==> src/pkg/bfg_params.svh <==
/*
 * Constants of the boot flash self-program guard: offsets, fields,
 * reset values and timing. Assumes a 40 MHz system clock.
 */
// What this block does
// - Flash stores only start when issued from code inside the boot area
// - Boot-area stores may target any flash address, locks permitting
// - Boot area boundary comes from the boot-size fuses
// - Programming concurrent-read area: CPU runs, reads stalling area only
// - Programming stalling area: CPU halted, no reads served
// - Concurrent-read area never read during programming, any target
// - Boot area always lies inside the stalling area
// - Busy flag reads one while concurrent-read area is blocked
// - Lock bits only program; only chip erase or reset returns them to one
// - General lock modes do not gate store or load operations
// - Lock bit reads 1 unprogrammed; app and boot pairs independent
// - App pair: lo=0 blocks stores, hi=0 blocks boot loads of app
// - App modes 3,4 with boot vectors: no interrupts in app code
// - Boot pair: lo=0 blocks stores, hi=0 blocks app loads of boot
// - Boot modes 3,4 with app vectors: no interrupts in boot code
// - Target address of each erase or write decides halt or read-on
`ifndef BFG_PARAMS_SVH
`define BFG_PARAMS_SVH

`define BFG_CLK_MHZ 40
`define BFG_PROG_TIME_US 4000
`define BFG_STALL_START 16'he000
`define BFG_BOOT_MIN_BYTES 17'h00200
`define BFG_FLASH_TOP 17'h10000

`define BFG_OFS_CTRL 12'h000
`define BFG_OFS_LOCK 12'h004
`define BFG_OFS_CONF 12'h008

`define BFG_CTRL_BUSY 0
`define BFG_CTRL_REEN 1
`define BFG_CTRL_RUN 2
`define BFG_CTRL_HALT 3

`define BFG_LOCK_APP_LO 0
`define BFG_LOCK_APP_HI 1
`define BFG_LOCK_BOOT_LO 2
`define BFG_LOCK_BOOT_HI 3
`define BFG_LOCK_RST 4'hf

`define BFG_CONF_FUSE 0
`define BFG_CONF_START 16

`endif

==> src/pkg/bfg_pkg.sv <==
/*
 * Types of the boot flash self-program guard.
 * Assumes the CPU core shares the system clock.
 */
package bfg_pkg;

    typedef enum logic [1:0] {
        OP_FILL = 2'b00,
        OP_ERASE = 2'b01,
        OP_WRITE = 2'b10,
        OP_LOCK = 2'b11
    } bfg_op_t;

    typedef enum logic [0:0] {
        ST_IDLE = 1'b0,
        ST_RUN = 1'b1
    } bfg_state_t;

    typedef struct packed {
        logic valid;
        bfg_op_t op;
        logic [15:0] addr;
        logic [7:0] data;
    } bfg_store_req_t;

    typedef struct packed {
        logic valid;
        logic is_fetch;
        logic [15:0] addr;
    } bfg_load_req_t;

endpackage : bfg_pkg

==> src/logic/bfg_guard.sv <==
/*
 * Boot flash self-program guard: area decode, lock checks, halt and
 * read blocking during page operations, AXI4-Lite register slave.
 * Assumes CPU requests on clk_sys and fuse and erase pins asynchronous.
 */
`timescale 1ns/1ps
`include "bfg_params.svh"
module bfg_guard #(
    parameter int unsigned PROG_CYCLES =
        `BFG_PROG_TIME_US * `BFG_CLK_MHZ,
    parameter int CNT_W = 20
) (
    // Clock and reset
    input wire logic clk_sys,
    input wire logic rst_b,
    input wire logic ce,
    // Fuse and chip erase pins
    input wire logic [1:0] boot_size_fuses,
    input wire logic chip_erase_pin,
    // CPU side
    input wire logic [15:0] pc,
    input wire logic ivec_in_boot,
    input wire bfg_pkg::bfg_store_req_t store_req,
    input wire bfg_pkg::bfg_load_req_t load_req,
    // CPU results
    output logic cpu_halt,
    output logic readable_area_busy_flag,
    output logic irq_suppress,
    output logic store_done,
    output logic store_refused,
    output logic load_grant,
    output logic load_refused,
    // Flash array control
    output logic flash_start,
    output bfg_pkg::bfg_op_t flash_op,
    output logic [15:0] flash_addr,
    // AXI4-Lite write
    input wire logic [11:0] s_axi_awaddr,
    input wire logic s_axi_awvalid,
    output logic s_axi_awready,
    input wire logic [31:0] s_axi_wdata,
    input wire logic [3:0] s_axi_wstrb,
    input wire logic s_axi_wvalid,
    output logic s_axi_wready,
    output logic [1:0] s_axi_bresp,
    output logic s_axi_bvalid,
    input wire logic s_axi_bready,
    // AXI4-Lite read
    input wire logic [11:0] s_axi_araddr,
    input wire logic s_axi_arvalid,
    output logic s_axi_arready,
    output logic [31:0] s_axi_rdata,
    output logic [1:0] s_axi_rresp,
    output logic s_axi_rvalid,
    input wire logic s_axi_rready
);

    // ************************************************
    // Area decode
    // ************************************************
    function automatic logic at_or_above(
        input logic [15:0] addr,
        input logic [16:0] base
    );
        at_or_above = {1'b0, addr} >= base;
    endfunction : at_or_above

    // ************************************************
    // Pin synchronisers
    // ************************************************
    logic [2:0] sync1_reg;
    logic [2:0] sync2_reg;
    always_ff @(posedge clk_sys or negedge rst_b) begin
        if (!rst_b) begin
            sync1_reg <= 3'h0;
            sync2_reg <= 3'h0;
        end else if (ce) begin
            sync1_reg <= {chip_erase_pin, boot_size_fuses};
            sync2_reg <= sync1_reg;
        end
    end

    // ************************************************
    // Core state
    // ************************************************
    bfg_pkg::bfg_state_t state_reg, state_next;
    logic [CNT_W-1:0] cnt_reg, cnt_next;
    logic [3:0] lock_reg, lock_next;
    logic [16:0] boot_start_reg, boot_start_next;
    logic halt_reg, halt_next;
    logic busy_reg, busy_next;
    logic irq_reg, irq_next;
    logic done_reg, done_next;
    logic refd_reg, refd_next;
    logic grant_reg, grant_next;
    logic lrefd_reg, lrefd_next;
    logic start_reg, start_next;
    bfg_pkg::bfg_op_t op_reg, op_next;
    logic [15:0] faddr_reg, faddr_next;

    // Bus write effects
    logic wr_lock;
    logic wr_reen;
    logic [3:0] wr_lock_val;

    // Area relations
    logic pc_boot, tgt_boot, ld_boot, tgt_stall, ld_stall;
    logic [1:0] st_blk, ld_blk, irq_blk;
    logic [1:0] exec_in, tgt_in, ld_in, vec_in, l_hi, l_lo;
    logic [16:0] boot_calc;

    always_comb begin
        boot_calc = `BFG_FLASH_TOP -
            (`BFG_BOOT_MIN_BYTES << (2'h3 - sync2_reg[1:0]));
    end

    assign pc_boot = at_or_above(pc, boot_start_reg);
    assign tgt_boot = at_or_above(store_req.addr, boot_start_reg);
    assign ld_boot = at_or_above(load_req.addr, boot_start_reg);
    assign tgt_stall = at_or_above(store_req.addr,
        {1'b0, `BFG_STALL_START});
    assign ld_stall = at_or_above(load_req.addr,
        {1'b0, `BFG_STALL_START});

    // Index 0 is the application area, index 1 the boot area
    assign exec_in = {pc_boot, ~pc_boot};
    assign tgt_in = {tgt_boot, ~tgt_boot};
    assign ld_in = {ld_boot, ~ld_boot};
    assign vec_in = {ivec_in_boot, ~ivec_in_boot};
    assign l_hi = {lock_reg[`BFG_LOCK_BOOT_HI], lock_reg[`BFG_LOCK_APP_HI]};
    assign l_lo = {lock_reg[`BFG_LOCK_BOOT_LO], lock_reg[`BFG_LOCK_APP_LO]};

    // ************************************************
    // Lock evaluation per area
    // ************************************************
    genvar g;
    generate
        for (g = 0; g < 2; g++) begin : g_area
            logic ld_unused;
            logic st_unused;
            bfg_lock_eval u_store (
                .lock_hi(l_hi[g]),
                .lock_lo(l_lo[g]),
                .exec_in(exec_in[g]),
                .tgt_in(tgt_in[g]),
                .vec_in(vec_in[g]),
                .store_blk(st_blk[g]),
                .load_blk(st_unused),
                .irq_blk(irq_blk[g])
            );
            bfg_lock_eval u_load (
                .lock_hi(l_hi[g]),
                .lock_lo(l_lo[g]),
                .exec_in(exec_in[g]),
                .tgt_in(ld_in[g]),
                .vec_in(vec_in[g]),
                .store_blk(ld_unused),
                .load_blk(ld_blk[g]),
                .irq_blk()
            );
        end
    endgenerate

    // ************************************************
    // Core next state
    // ************************************************
    always_comb begin
        state_next = state_reg;
        cnt_next = cnt_reg;
        lock_next = lock_reg;
        halt_next = halt_reg;
        busy_next = busy_reg;
        done_next = 1'b0;
        refd_next = 1'b0;
        start_next = 1'b0;
        op_next = op_reg;
        faddr_next = faddr_reg;
        // Clamp keeps the boot area inside the stalling area
        if (boot_calc < {1'b0, `BFG_STALL_START}) begin
            boot_start_next = {1'b0, `BFG_STALL_START};
        end else begin
            boot_start_next = boot_calc;
        end
        if (wr_reen && state_reg == bfg_pkg::ST_IDLE) begin
            busy_next = 1'b0;
        end
        if (wr_lock) begin
            lock_next = lock_reg & wr_lock_val;
        end
        unique case (state_reg)
            bfg_pkg::ST_IDLE: begin
                if (store_req.valid) begin
                    if (!pc_boot) begin
                        refd_next = 1'b1;
                    end else begin
                        unique case (store_req.op)
                            bfg_pkg::OP_LOCK: begin
                                lock_next = lock_next &
                                    store_req.data[3:0];
                                done_next = 1'b1;
                            end
                            bfg_pkg::OP_FILL: begin
                                start_next = 1'b1;
                                op_next = store_req.op;
                                faddr_next = store_req.addr;
                                done_next = 1'b1;
                            end
                            bfg_pkg::OP_ERASE,
                            bfg_pkg::OP_WRITE: begin
                                if (|st_blk) begin
                                    refd_next = 1'b1;
                                end else begin
                                    // Any page, boot area too
                                    start_next = 1'b1;
                                    op_next = store_req.op;
                                    faddr_next = store_req.addr;
                                    state_next = bfg_pkg::ST_RUN;
                                    cnt_next = CNT_W'(PROG_CYCLES - 1);
                                    halt_next = tgt_stall;
                                    busy_next = 1'b1;
                                end
                            end
                        endcase
                    end
                end
            end
            bfg_pkg::ST_RUN: begin
                if (store_req.valid) begin
                    refd_next = 1'b1;
                end
                if (cnt_reg == '0) begin
                    state_next = bfg_pkg::ST_IDLE;
                    halt_next = 1'b0;
                    done_next = 1'b1;
                end else begin
                    cnt_next = cnt_reg - 1'b1;
                end
            end
        endcase
        if (sync2_reg[2]) begin
            lock_next = `BFG_LOCK_RST;
        end
        irq_next = irq_blk[0] | irq_blk[1];
        grant_next = 1'b0;
        lrefd_next = 1'b0;
        if (load_req.valid) begin
            if (halt_reg || halt_next) begin
                lrefd_next = 1'b1;
            end else if ((busy_reg || busy_next) && !ld_stall) begin
                lrefd_next = 1'b1;
            end else if (!load_req.is_fetch && |ld_blk) begin
                lrefd_next = 1'b1;
            end else begin
                grant_next = 1'b1;
            end
        end
    end

    always_ff @(posedge clk_sys or negedge rst_b) begin
        if (!rst_b) begin
            state_reg <= bfg_pkg::ST_IDLE;
            cnt_reg <= '0;
            lock_reg <= `BFG_LOCK_RST;
            boot_start_reg <= `BFG_FLASH_TOP;
            halt_reg <= 1'b0;
            busy_reg <= 1'b0;
            irq_reg <= 1'b0;
            done_reg <= 1'b0;
            refd_reg <= 1'b0;
            grant_reg <= 1'b0;
            lrefd_reg <= 1'b0;
            start_reg <= 1'b0;
            op_reg <= bfg_pkg::OP_FILL;
            faddr_reg <= 16'h0000;
        end else if (ce) begin
            state_reg <= state_next;
            cnt_reg <= cnt_next;
            lock_reg <= lock_next;
            boot_start_reg <= boot_start_next;
            halt_reg <= halt_next;
            busy_reg <= busy_next;
            irq_reg <= irq_next;
            done_reg <= done_next;
            refd_reg <= refd_next;
            grant_reg <= grant_next;
            lrefd_reg <= lrefd_next;
            start_reg <= start_next;
            op_reg <= op_next;
            faddr_reg <= faddr_next;
        end
    end

    assign cpu_halt = halt_reg;
    assign readable_area_busy_flag = busy_reg;
    assign irq_suppress = irq_reg;
    assign store_done = done_reg;
    assign store_refused = refd_reg;
    assign load_grant = grant_reg;
    assign load_refused = lrefd_reg;
    assign flash_start = start_reg;
    assign flash_op = op_reg;
    assign flash_addr = faddr_reg;

    // ************************************************
    // AXI4-Lite slave
    // ************************************************
    logic aw_have_reg, aw_have_next;
    logic [11:0] aw_addr_reg, aw_addr_next;
    logic w_have_reg, w_have_next;
    logic [7:0] w_data_reg, w_data_next;
    logic w_strb_reg, w_strb_next;
    logic bvalid_reg, bvalid_next;
    logic [1:0] bresp_reg, bresp_next;
    logic awrdy_reg, awrdy_next;
    logic wrdy_reg, wrdy_next;
    logic arrdy_reg, arrdy_next;
    logic rvalid_reg, rvalid_next;
    logic [31:0] rdata_reg, rdata_next;
    logic [1:0] rresp_reg, rresp_next;
    logic do_wr;

    always_comb begin
        aw_have_next = aw_have_reg;
        aw_addr_next = aw_addr_reg;
        w_have_next = w_have_reg;
        w_data_next = w_data_reg;
        w_strb_next = w_strb_reg;
        bvalid_next = bvalid_reg;
        bresp_next = bresp_reg;
        rvalid_next = rvalid_reg;
        rdata_next = rdata_reg;
        rresp_next = rresp_reg;
        wr_lock = 1'b0;
        wr_reen = 1'b0;
        wr_lock_val = w_data_reg[3:0];
        if (s_axi_awvalid && awrdy_reg) begin
            aw_have_next = 1'b1;
            aw_addr_next = s_axi_awaddr;
        end
        if (s_axi_wvalid && wrdy_reg) begin
            w_have_next = 1'b1;
            w_data_next = s_axi_wdata[7:0];
            w_strb_next = s_axi_wstrb[0];
        end
        if (s_axi_bvalid && s_axi_bready) begin
            bvalid_next = 1'b0;
        end
        do_wr = aw_have_reg && w_have_reg && !bvalid_reg;
        if (do_wr) begin
            aw_have_next = 1'b0;
            w_have_next = 1'b0;
            bvalid_next = 1'b1;
            bresp_next = 2'h0;
            unique case (aw_addr_reg)
                `BFG_OFS_CTRL:
                    wr_reen = w_strb_reg &
                        w_data_reg[`BFG_CTRL_REEN];
                `BFG_OFS_LOCK:
                    wr_lock = w_strb_reg;
                `BFG_OFS_CONF: ;
                default:
                    bresp_next = 2'h2;
            endcase
        end
        if (s_axi_rvalid && s_axi_rready) begin
            rvalid_next = 1'b0;
        end
        if (s_axi_arvalid && arrdy_reg) begin
            rvalid_next = 1'b1;
            rresp_next = 2'h0;
            rdata_next = 32'h0000_0000;
            unique case (s_axi_araddr)
                `BFG_OFS_CTRL: begin
                    rdata_next[`BFG_CTRL_BUSY] = busy_reg;
                    rdata_next[`BFG_CTRL_RUN] =
                        state_reg == bfg_pkg::ST_RUN;
                    rdata_next[`BFG_CTRL_HALT] = halt_reg;
                end
                `BFG_OFS_LOCK:
                    rdata_next[3:0] = lock_reg;
                `BFG_OFS_CONF: begin
                    rdata_next[`BFG_CONF_FUSE +: 2] = sync2_reg[1:0];
                    rdata_next[`BFG_CONF_START +: 16] =
                        boot_start_reg[15:0];
                end
                default:
                    rresp_next = 2'h2;
            endcase
        end
        awrdy_next = !aw_have_next && !bvalid_next;
        wrdy_next = !w_have_next && !bvalid_next;
        arrdy_next = !rvalid_next;
    end

    always_ff @(posedge clk_sys or negedge rst_b) begin
        if (!rst_b) begin
            aw_have_reg <= 1'b0;
            aw_addr_reg <= 12'h000;
            w_have_reg <= 1'b0;
            w_data_reg <= 8'h00;
            w_strb_reg <= 1'b0;
            bvalid_reg <= 1'b0;
            bresp_reg <= 2'h0;
            awrdy_reg <= 1'b0;
            wrdy_reg <= 1'b0;
            arrdy_reg <= 1'b0;
            rvalid_reg <= 1'b0;
            rdata_reg <= 32'h0000_0000;
            rresp_reg <= 2'h0;
        end else if (ce) begin
            aw_have_reg <= aw_have_next;
            aw_addr_reg <= aw_addr_next;
            w_have_reg <= w_have_next;
            w_data_reg <= w_data_next;
            w_strb_reg <= w_strb_next;
            bvalid_reg <= bvalid_next;
            bresp_reg <= bresp_next;
            awrdy_reg <= awrdy_next;
            wrdy_reg <= wrdy_next;
            arrdy_reg <= arrdy_next;
            rvalid_reg <= rvalid_next;
            rdata_reg <= rdata_next;
            rresp_reg <= rresp_next;
        end
    end

    assign s_axi_awready = awrdy_reg;
    assign s_axi_wready = wrdy_reg;
    assign s_axi_bvalid = bvalid_reg;
    assign s_axi_bresp = bresp_reg;
    assign s_axi_arready = arrdy_reg;
    assign s_axi_rvalid = rvalid_reg;
    assign s_axi_rdata = rdata_reg;
    assign s_axi_rresp = rresp_reg;

endmodule : bfg_guard

==> src/logic/bfg_lock_eval.sv <==
/*
 * Lock pair decoder for one flash area.
 * Assumes area flags computed by the instantiating guard.
 */
`timescale 1ns/1ps
module bfg_lock_eval (
    // Lock pair, 1 = unprogrammed
    input wire logic lock_hi,
    input wire logic lock_lo,
    // Area relations
    input wire logic exec_in,
    input wire logic tgt_in,
    input wire logic vec_in,
    // Decisions
    output logic store_blk,
    output logic load_blk,
    output logic irq_blk
);
    // Modes 2,3 block stores into this area
    assign store_blk = tgt_in & ~lock_lo;
    // Modes 3,4 block loads from the other area
    assign load_blk = tgt_in & ~exec_in & ~lock_hi;
    assign irq_blk = exec_in & ~vec_in & ~lock_hi;
endmodule : bfg_lock_eval

==> config.mk <==
export PLATFORM = sky130hd
export DESIGN_NAME = bfg_guard
export DESIGN_NICKNAME = d
export VERILOG_FILES = /design/src/pkg/bfg_pkg.sv /design/src/logic/bfg_guard.sv /design/src/logic/bfg_lock_eval.sv
export VERILOG_INCLUDE_DIRS = /design/src /design/src/pkg
export SDC_FILE = /design/constraint.sdc
export NUM_CORES = 1
export LEC_CHECK = 0
export ABC_CLOCK_PERIOD_IN_PS = 8700
export BUFFER_PORTS_ARGS = -buffer_cell sky130_fd_sc_hd__buf_4
export CORE_MARGIN = 2
export CORE_UTILIZATION = 54
export DETAILED_ROUTE_END_ITERATION = 16
export PLACE_DENSITY = 0.86
export SLEW_MARGIN = 10
export SYNTH_ARGS = -nofsm -noshare
export SYNTH_HDL_FRONTEND = slang
export SYNTH_HIERARCHICAL = 1
export SYNTH_SLANG_ARGS = --single-unit
==> constraint.sdc <==
create_clock -name clk_sys -period 8.7 [get_ports clk_sys]
set_input_delay 0.87 -clock clk_sys [delete_from_list [all_inputs] [get_ports clk_sys]]
set_output_delay 0.87 -clock clk_sys [all_outputs]
set_load 0.01 [all_outputs]
[Word level (Yosys, flattened, before mapping)]
Index checks and enable logic that the tools add are counted.
Word-level totals
  logic and storage cells: 189
  register bits: 122
  output and inout port bits: 67
Cells by class
  mux-type cells: 76
  add/subtract/negate cells: 3
  bitwise logic cells: 23
  magnitude comparators: 6
  eq/ne operators: 13
  reduce and logical (&&, ||, !) cells: 38
  shift-type cells: 1
Operators with widths (count)
  2-to-1 mux 20 bit: 5
  greater-or-equal comparator 16 x 17 -> 1 bit: 3
  2-to-1 mux 1 bit: 48
  one-hot mux 20 bit (2 select lines): 1
  greater-or-equal comparator 16 bit, second input constant: 2
  2-to-1 mux 16 bit: 2
  one-hot mux 16 bit (2 select lines): 1
  == test 12 x 3 -> 1 bit, second input constant: 2
  == test 12 x 4 -> 1 bit, second input constant: 2
  logical NOT 12 bit: 2
  2-to-1 mux 4 bit: 6
  logical NOT 20 bit: 1
  subtractor 20 x 1 -> 20 bit, second input constant: 1
  less-than comparator 17 x 16 -> 1 bit, second input constant: 1
  2-to-1 mux 17 bit: 1
  << shifter 10 x 2 -> 17 bit, first input constant: 1
  subtractor 17 bit, first input constant: 1
  logical AND 1 bit: 12
  one-hot mux 1 bit (2 select lines): 6
  AND reduction 6 bit: 2
  bitwise AND 1 bit: 11
  inverter 1 bit: 9
  bitwise AND 4 bit: 2
  != test 2 bit, second input constant: 4
  15 further kinds: 34

[Logic depth before layout (Yosys ltp)]
  word-level depth: 15
  depth in mapped cells: 16
  mapped depth without buffers: 15

[Modules after synthesis]
Netlist, hierarchy kept.
Modules (own cells, without submodules)
  bfg_guard: instances 1, area an instance 5255.0 sq um, cells each 482, seq. area each 2508.7 sq um
  bfg_lock_eval: instances 4, area an instance 31.3 sq um, cells each 3, seq. area each 0.0 sq um

[Worst setup path after synthesis]
OpenSTA, ideal clock, no wires.
  path kind: in2reg
  start: input store_req[17] (netlist bit)
  end: register cnt_reg[19]
  arrival: 3.574 ns
  setup slack: 5.048 ns
  buffers on the path: 0
  required time: 8.622 ns
  setup time: 0.078 ns
  stages: 14
  cell sequence: ha_1 o21a_1 o21a_1 o21ai_0 a21oi_1 o21ai_0 a21oi_1 nor2b_1 nor3b_2 nand3_1 a211oi_4 o21ai_2 or4_1 a21oi_1
Between the ends
  elaborated cells between the ends (all ways): 7
RTL lines
  from (decl): RTL line bfg_guard.sv:23  | input wire bfg_pkg::bfg_store_req_t store_req,
  greater-or-equal comparator 16 x 17 -> 1 bit: RTL line bfg_guard.sv:65  | at_or_above = {1'b0, addr} >= base;
  via tgt_boot: RTL line bfg_guard.sv:107  | logic pc_boot, tgt_boot, ld_boot, tgt_stall, ld_stall;
  bitwise AND 1 bit: RTL line bfg_lock_eval.sv:20  | assign store_blk = tgt_in & ~lock_lo;
  via st_blk[1]: RTL line bfg_guard.sv:108  | logic [1:0] st_blk, ld_blk, irq_blk;
  OR reduction 2 bit: RTL line bfg_guard.sv:210  | if (|st_blk) begin
  != test 2 bit (no line)
  AND reduction 6 bit (no line)
  to (signal assigned): RTL line bfg_guard.sv:277  | cnt_reg <= cnt_next;
  to (decl): RTL line bfg_guard.sv:87  | logic [CNT_W-1:0] cnt_reg, cnt_next;
The timed path passes the listed nets, and every way through them passes these cells.
A chain may end at the register's enable or synchronous reset.

[Worst setup path after layout]
Ends and elaborated chain as after synthesis.

==> impl_metrics.py <==
metrics = {
    "status": {
        "outcome": "completed",
    },
    "placed_design": {
        "port_buffers": 123,
        "place_congestion": 0.881,
        "dpl.hpwl_mm": 8.76,
        "place_ws_ns": 4.23,
        "dpl_cell_area_um2": 6250,
    },
    "grt": {
        "grt-ovfl-total": 0,
        "grt_use_total_pct": 22.0,
        "grt_max_degree": 87,
        "grt_pass1_vias": 3877,
        "grt_antenna_before_repair": 0,
        "grt_pass1_wl_mm": 18.3,
    },
    "detailed_routing": {
        "firstDrtPassIters": 4,
        "wirelength_mm": 11.7,
        "drc": 0,
        "drtAntennaViolNets": 0,
        "dr.first_iter.drc_count": 264,
        "vias": 4111,
        "vias_per_cell": 5.52,
        "wl_per_cell_um": 15.7,
    },
    "sta": {
        "setup_viol": 0,
        "fmax_ghz": 0.242,
        "rsz0062_at_grt": "false",
        "slew_viol_final": 0,
        "clock_skew_ns": 0.0158,
        "fin_crit_sh_pct": 47.5,
        "setup_tns_ns": 0,
        "min_period_ns": 4.13,
        "hold_viol_final": 0,
        "fin_ws_ns": 4.57,
        "slew_headroom_pct": 29.8,
        "tightest_slew_ns": 1.05,
    },
    "worst_setup_path": {
        "crit_fanout": 19,
        "startpoint_type": "input pin",
        "critPathArrivalTime_ns": 4.42,
        "critical_path_class": "in -> reg",
        "path_common_cell": "a21oi_1",
        "r2r_start": "boot_start_reg[9]",
        "cpPeakStageDelay_ns": 0.71,
        "cp-startpoint": "store_req[17]",
        "critPathCaptureType": "register",
        "crit_slowest_cell": "a211oi_4",
        "crit_required_ns": 8.98,
        "crit_chain": "buf_4, ha_1, o21a_1, o21a_1, o21ai_0, a21oi_1, o21ai_0, a21oi_1, nor2b_1, nor3b_2, nand3_1, a211oi_4, o21ai_2, or4_1, a21oi_1",
    },
    "pwr": {
        "power.leakage_nw": 3.11,
        "peakVddDrop_mv": 0.176,
        "power.density_nw_per_um2": 229,
    },
    "yosys": {
        "syn_area_um2": 5320,
        "syn_area_per_cell_um2": 10.9,
        "postSynthCellCount": 488,
        "yosysWarnings": 6,
    },
    "clock_network": {
        "cts_root_buf": "clkbuf_8",
        "cts_tree": "yes",
        "insertion_delay_ns": 0.37,
        "path_clk_slew_ns": 0.10,
        "htree_levels": 3,
        "clkSinkCount": 100,
        "cts_setup_buffers": 0,
        "clk_path_buf_depth": 2,
        "numCtsBuffers": 9,
        "cts.hold.buffers_added": 0,
        "post_cts_resized": 0,
    },
    "layout": {
        "nets": 766,
        "filler_cell_count": 703,
        "antenna_cells": 0,
        "design_area_um2": 6430,
        "area_growth_syn_to_layout_pct": 21.0,
        "fin_util_pct": 66.4,
        "largest_register_ffs": 20,
        "final_layout_size_suffix_gt1_share_pct": 34.3,
    },
    "die": {
        "start_util_pct": 54.9,
        "die_h_um": 103,
        "ios": 200,
        "rows": 36,
        "core_area_um2": 9680,
        "design.die.area_um2": 10700,
        "die_w_um": 103,
    },
    "flow_run": {
        "drv_cap": 0,
    },
    "worst_hold_path": {
        "hp-class": "in -> async",
    },
}
-- metal layers --
layer,part of all wire (%),global-route usage [%],vias to the layer above
li1,-,-,1951
met1,41,29.0,2005
met2,52,37.6,137
met3,5.2,3.83,18
met4,2.0,6.78,0
met5,0,0,-
-- cells in the final DEF (no fill, tap or decap), types with 7 or more instances in the layout --
cell      instances
mux2_2           45
ha_1             26
inv_1            20
o21ai_0          26
a21oi_1          21
nor2_1           29
nor2b_1          10
nor3_1            7
conb_1           23
nand2_1          34
dfrtp_1          95
buf_4           124
nor4_1            9
clkbuf_8          9
nand3_1          11
-- where the power goes --
part	switching, mW	internal [mW]	total, mW
Clock	0.177	0.112	0.289
Combinational	0.216	0.242	0.458
Sequential	0.125	0.603	0.728
-- worst max-delay path, delay by kind of cell --
kind	cells	cell delay (ns)
buffers and inverters	1	0.11
AOI/OAI and AO/OA	9	1.99
and+or+nand+nor	4	1.15
adders and majority gates	1	0.27
-- stage by stage --
stage | instances | hold slack [ns] | power [mW]
floorplan | 510 | 0.464 | 1.02
global placement | 729 | 0.467 | 1.16
detailed placement | 729 | 0.477 | 1.20
CTS | 745 | 0.327 | 1.48
global route | 745 | 0.335 | 1.57
finish | 745 | 0.334 | 1.47
-- worst paths after layout --
check                             endpoint  slack [ns]  depth (start not counted)
max reg2reg                    cnt_reg[19]        4.70                         15
min reg2reg                 s_axi_rresp[1]        0.50                          2
min                        s_axi_rdata[25]        0.33                          1
max in group asynchronous   aw_addr_reg[7]        7.09                          2
max                            cnt_reg[19]        4.57                         15
min in group clk_sys        s_axi_rresp[1]        0.50                          2
-- final cells by class --
type                       count  area (um2)  area share, %
clock buffer                   9         124           1.92
clock inverter                 7        65.1           1.01
inverter                      20        75.1           1.17
multi-input combinational    352        2560           39.9
sequential                   100        2510           39.0
tap                          133         166           2.59
timing repair buffer         124         931           14.5
(Power assumes the default switching activity.)
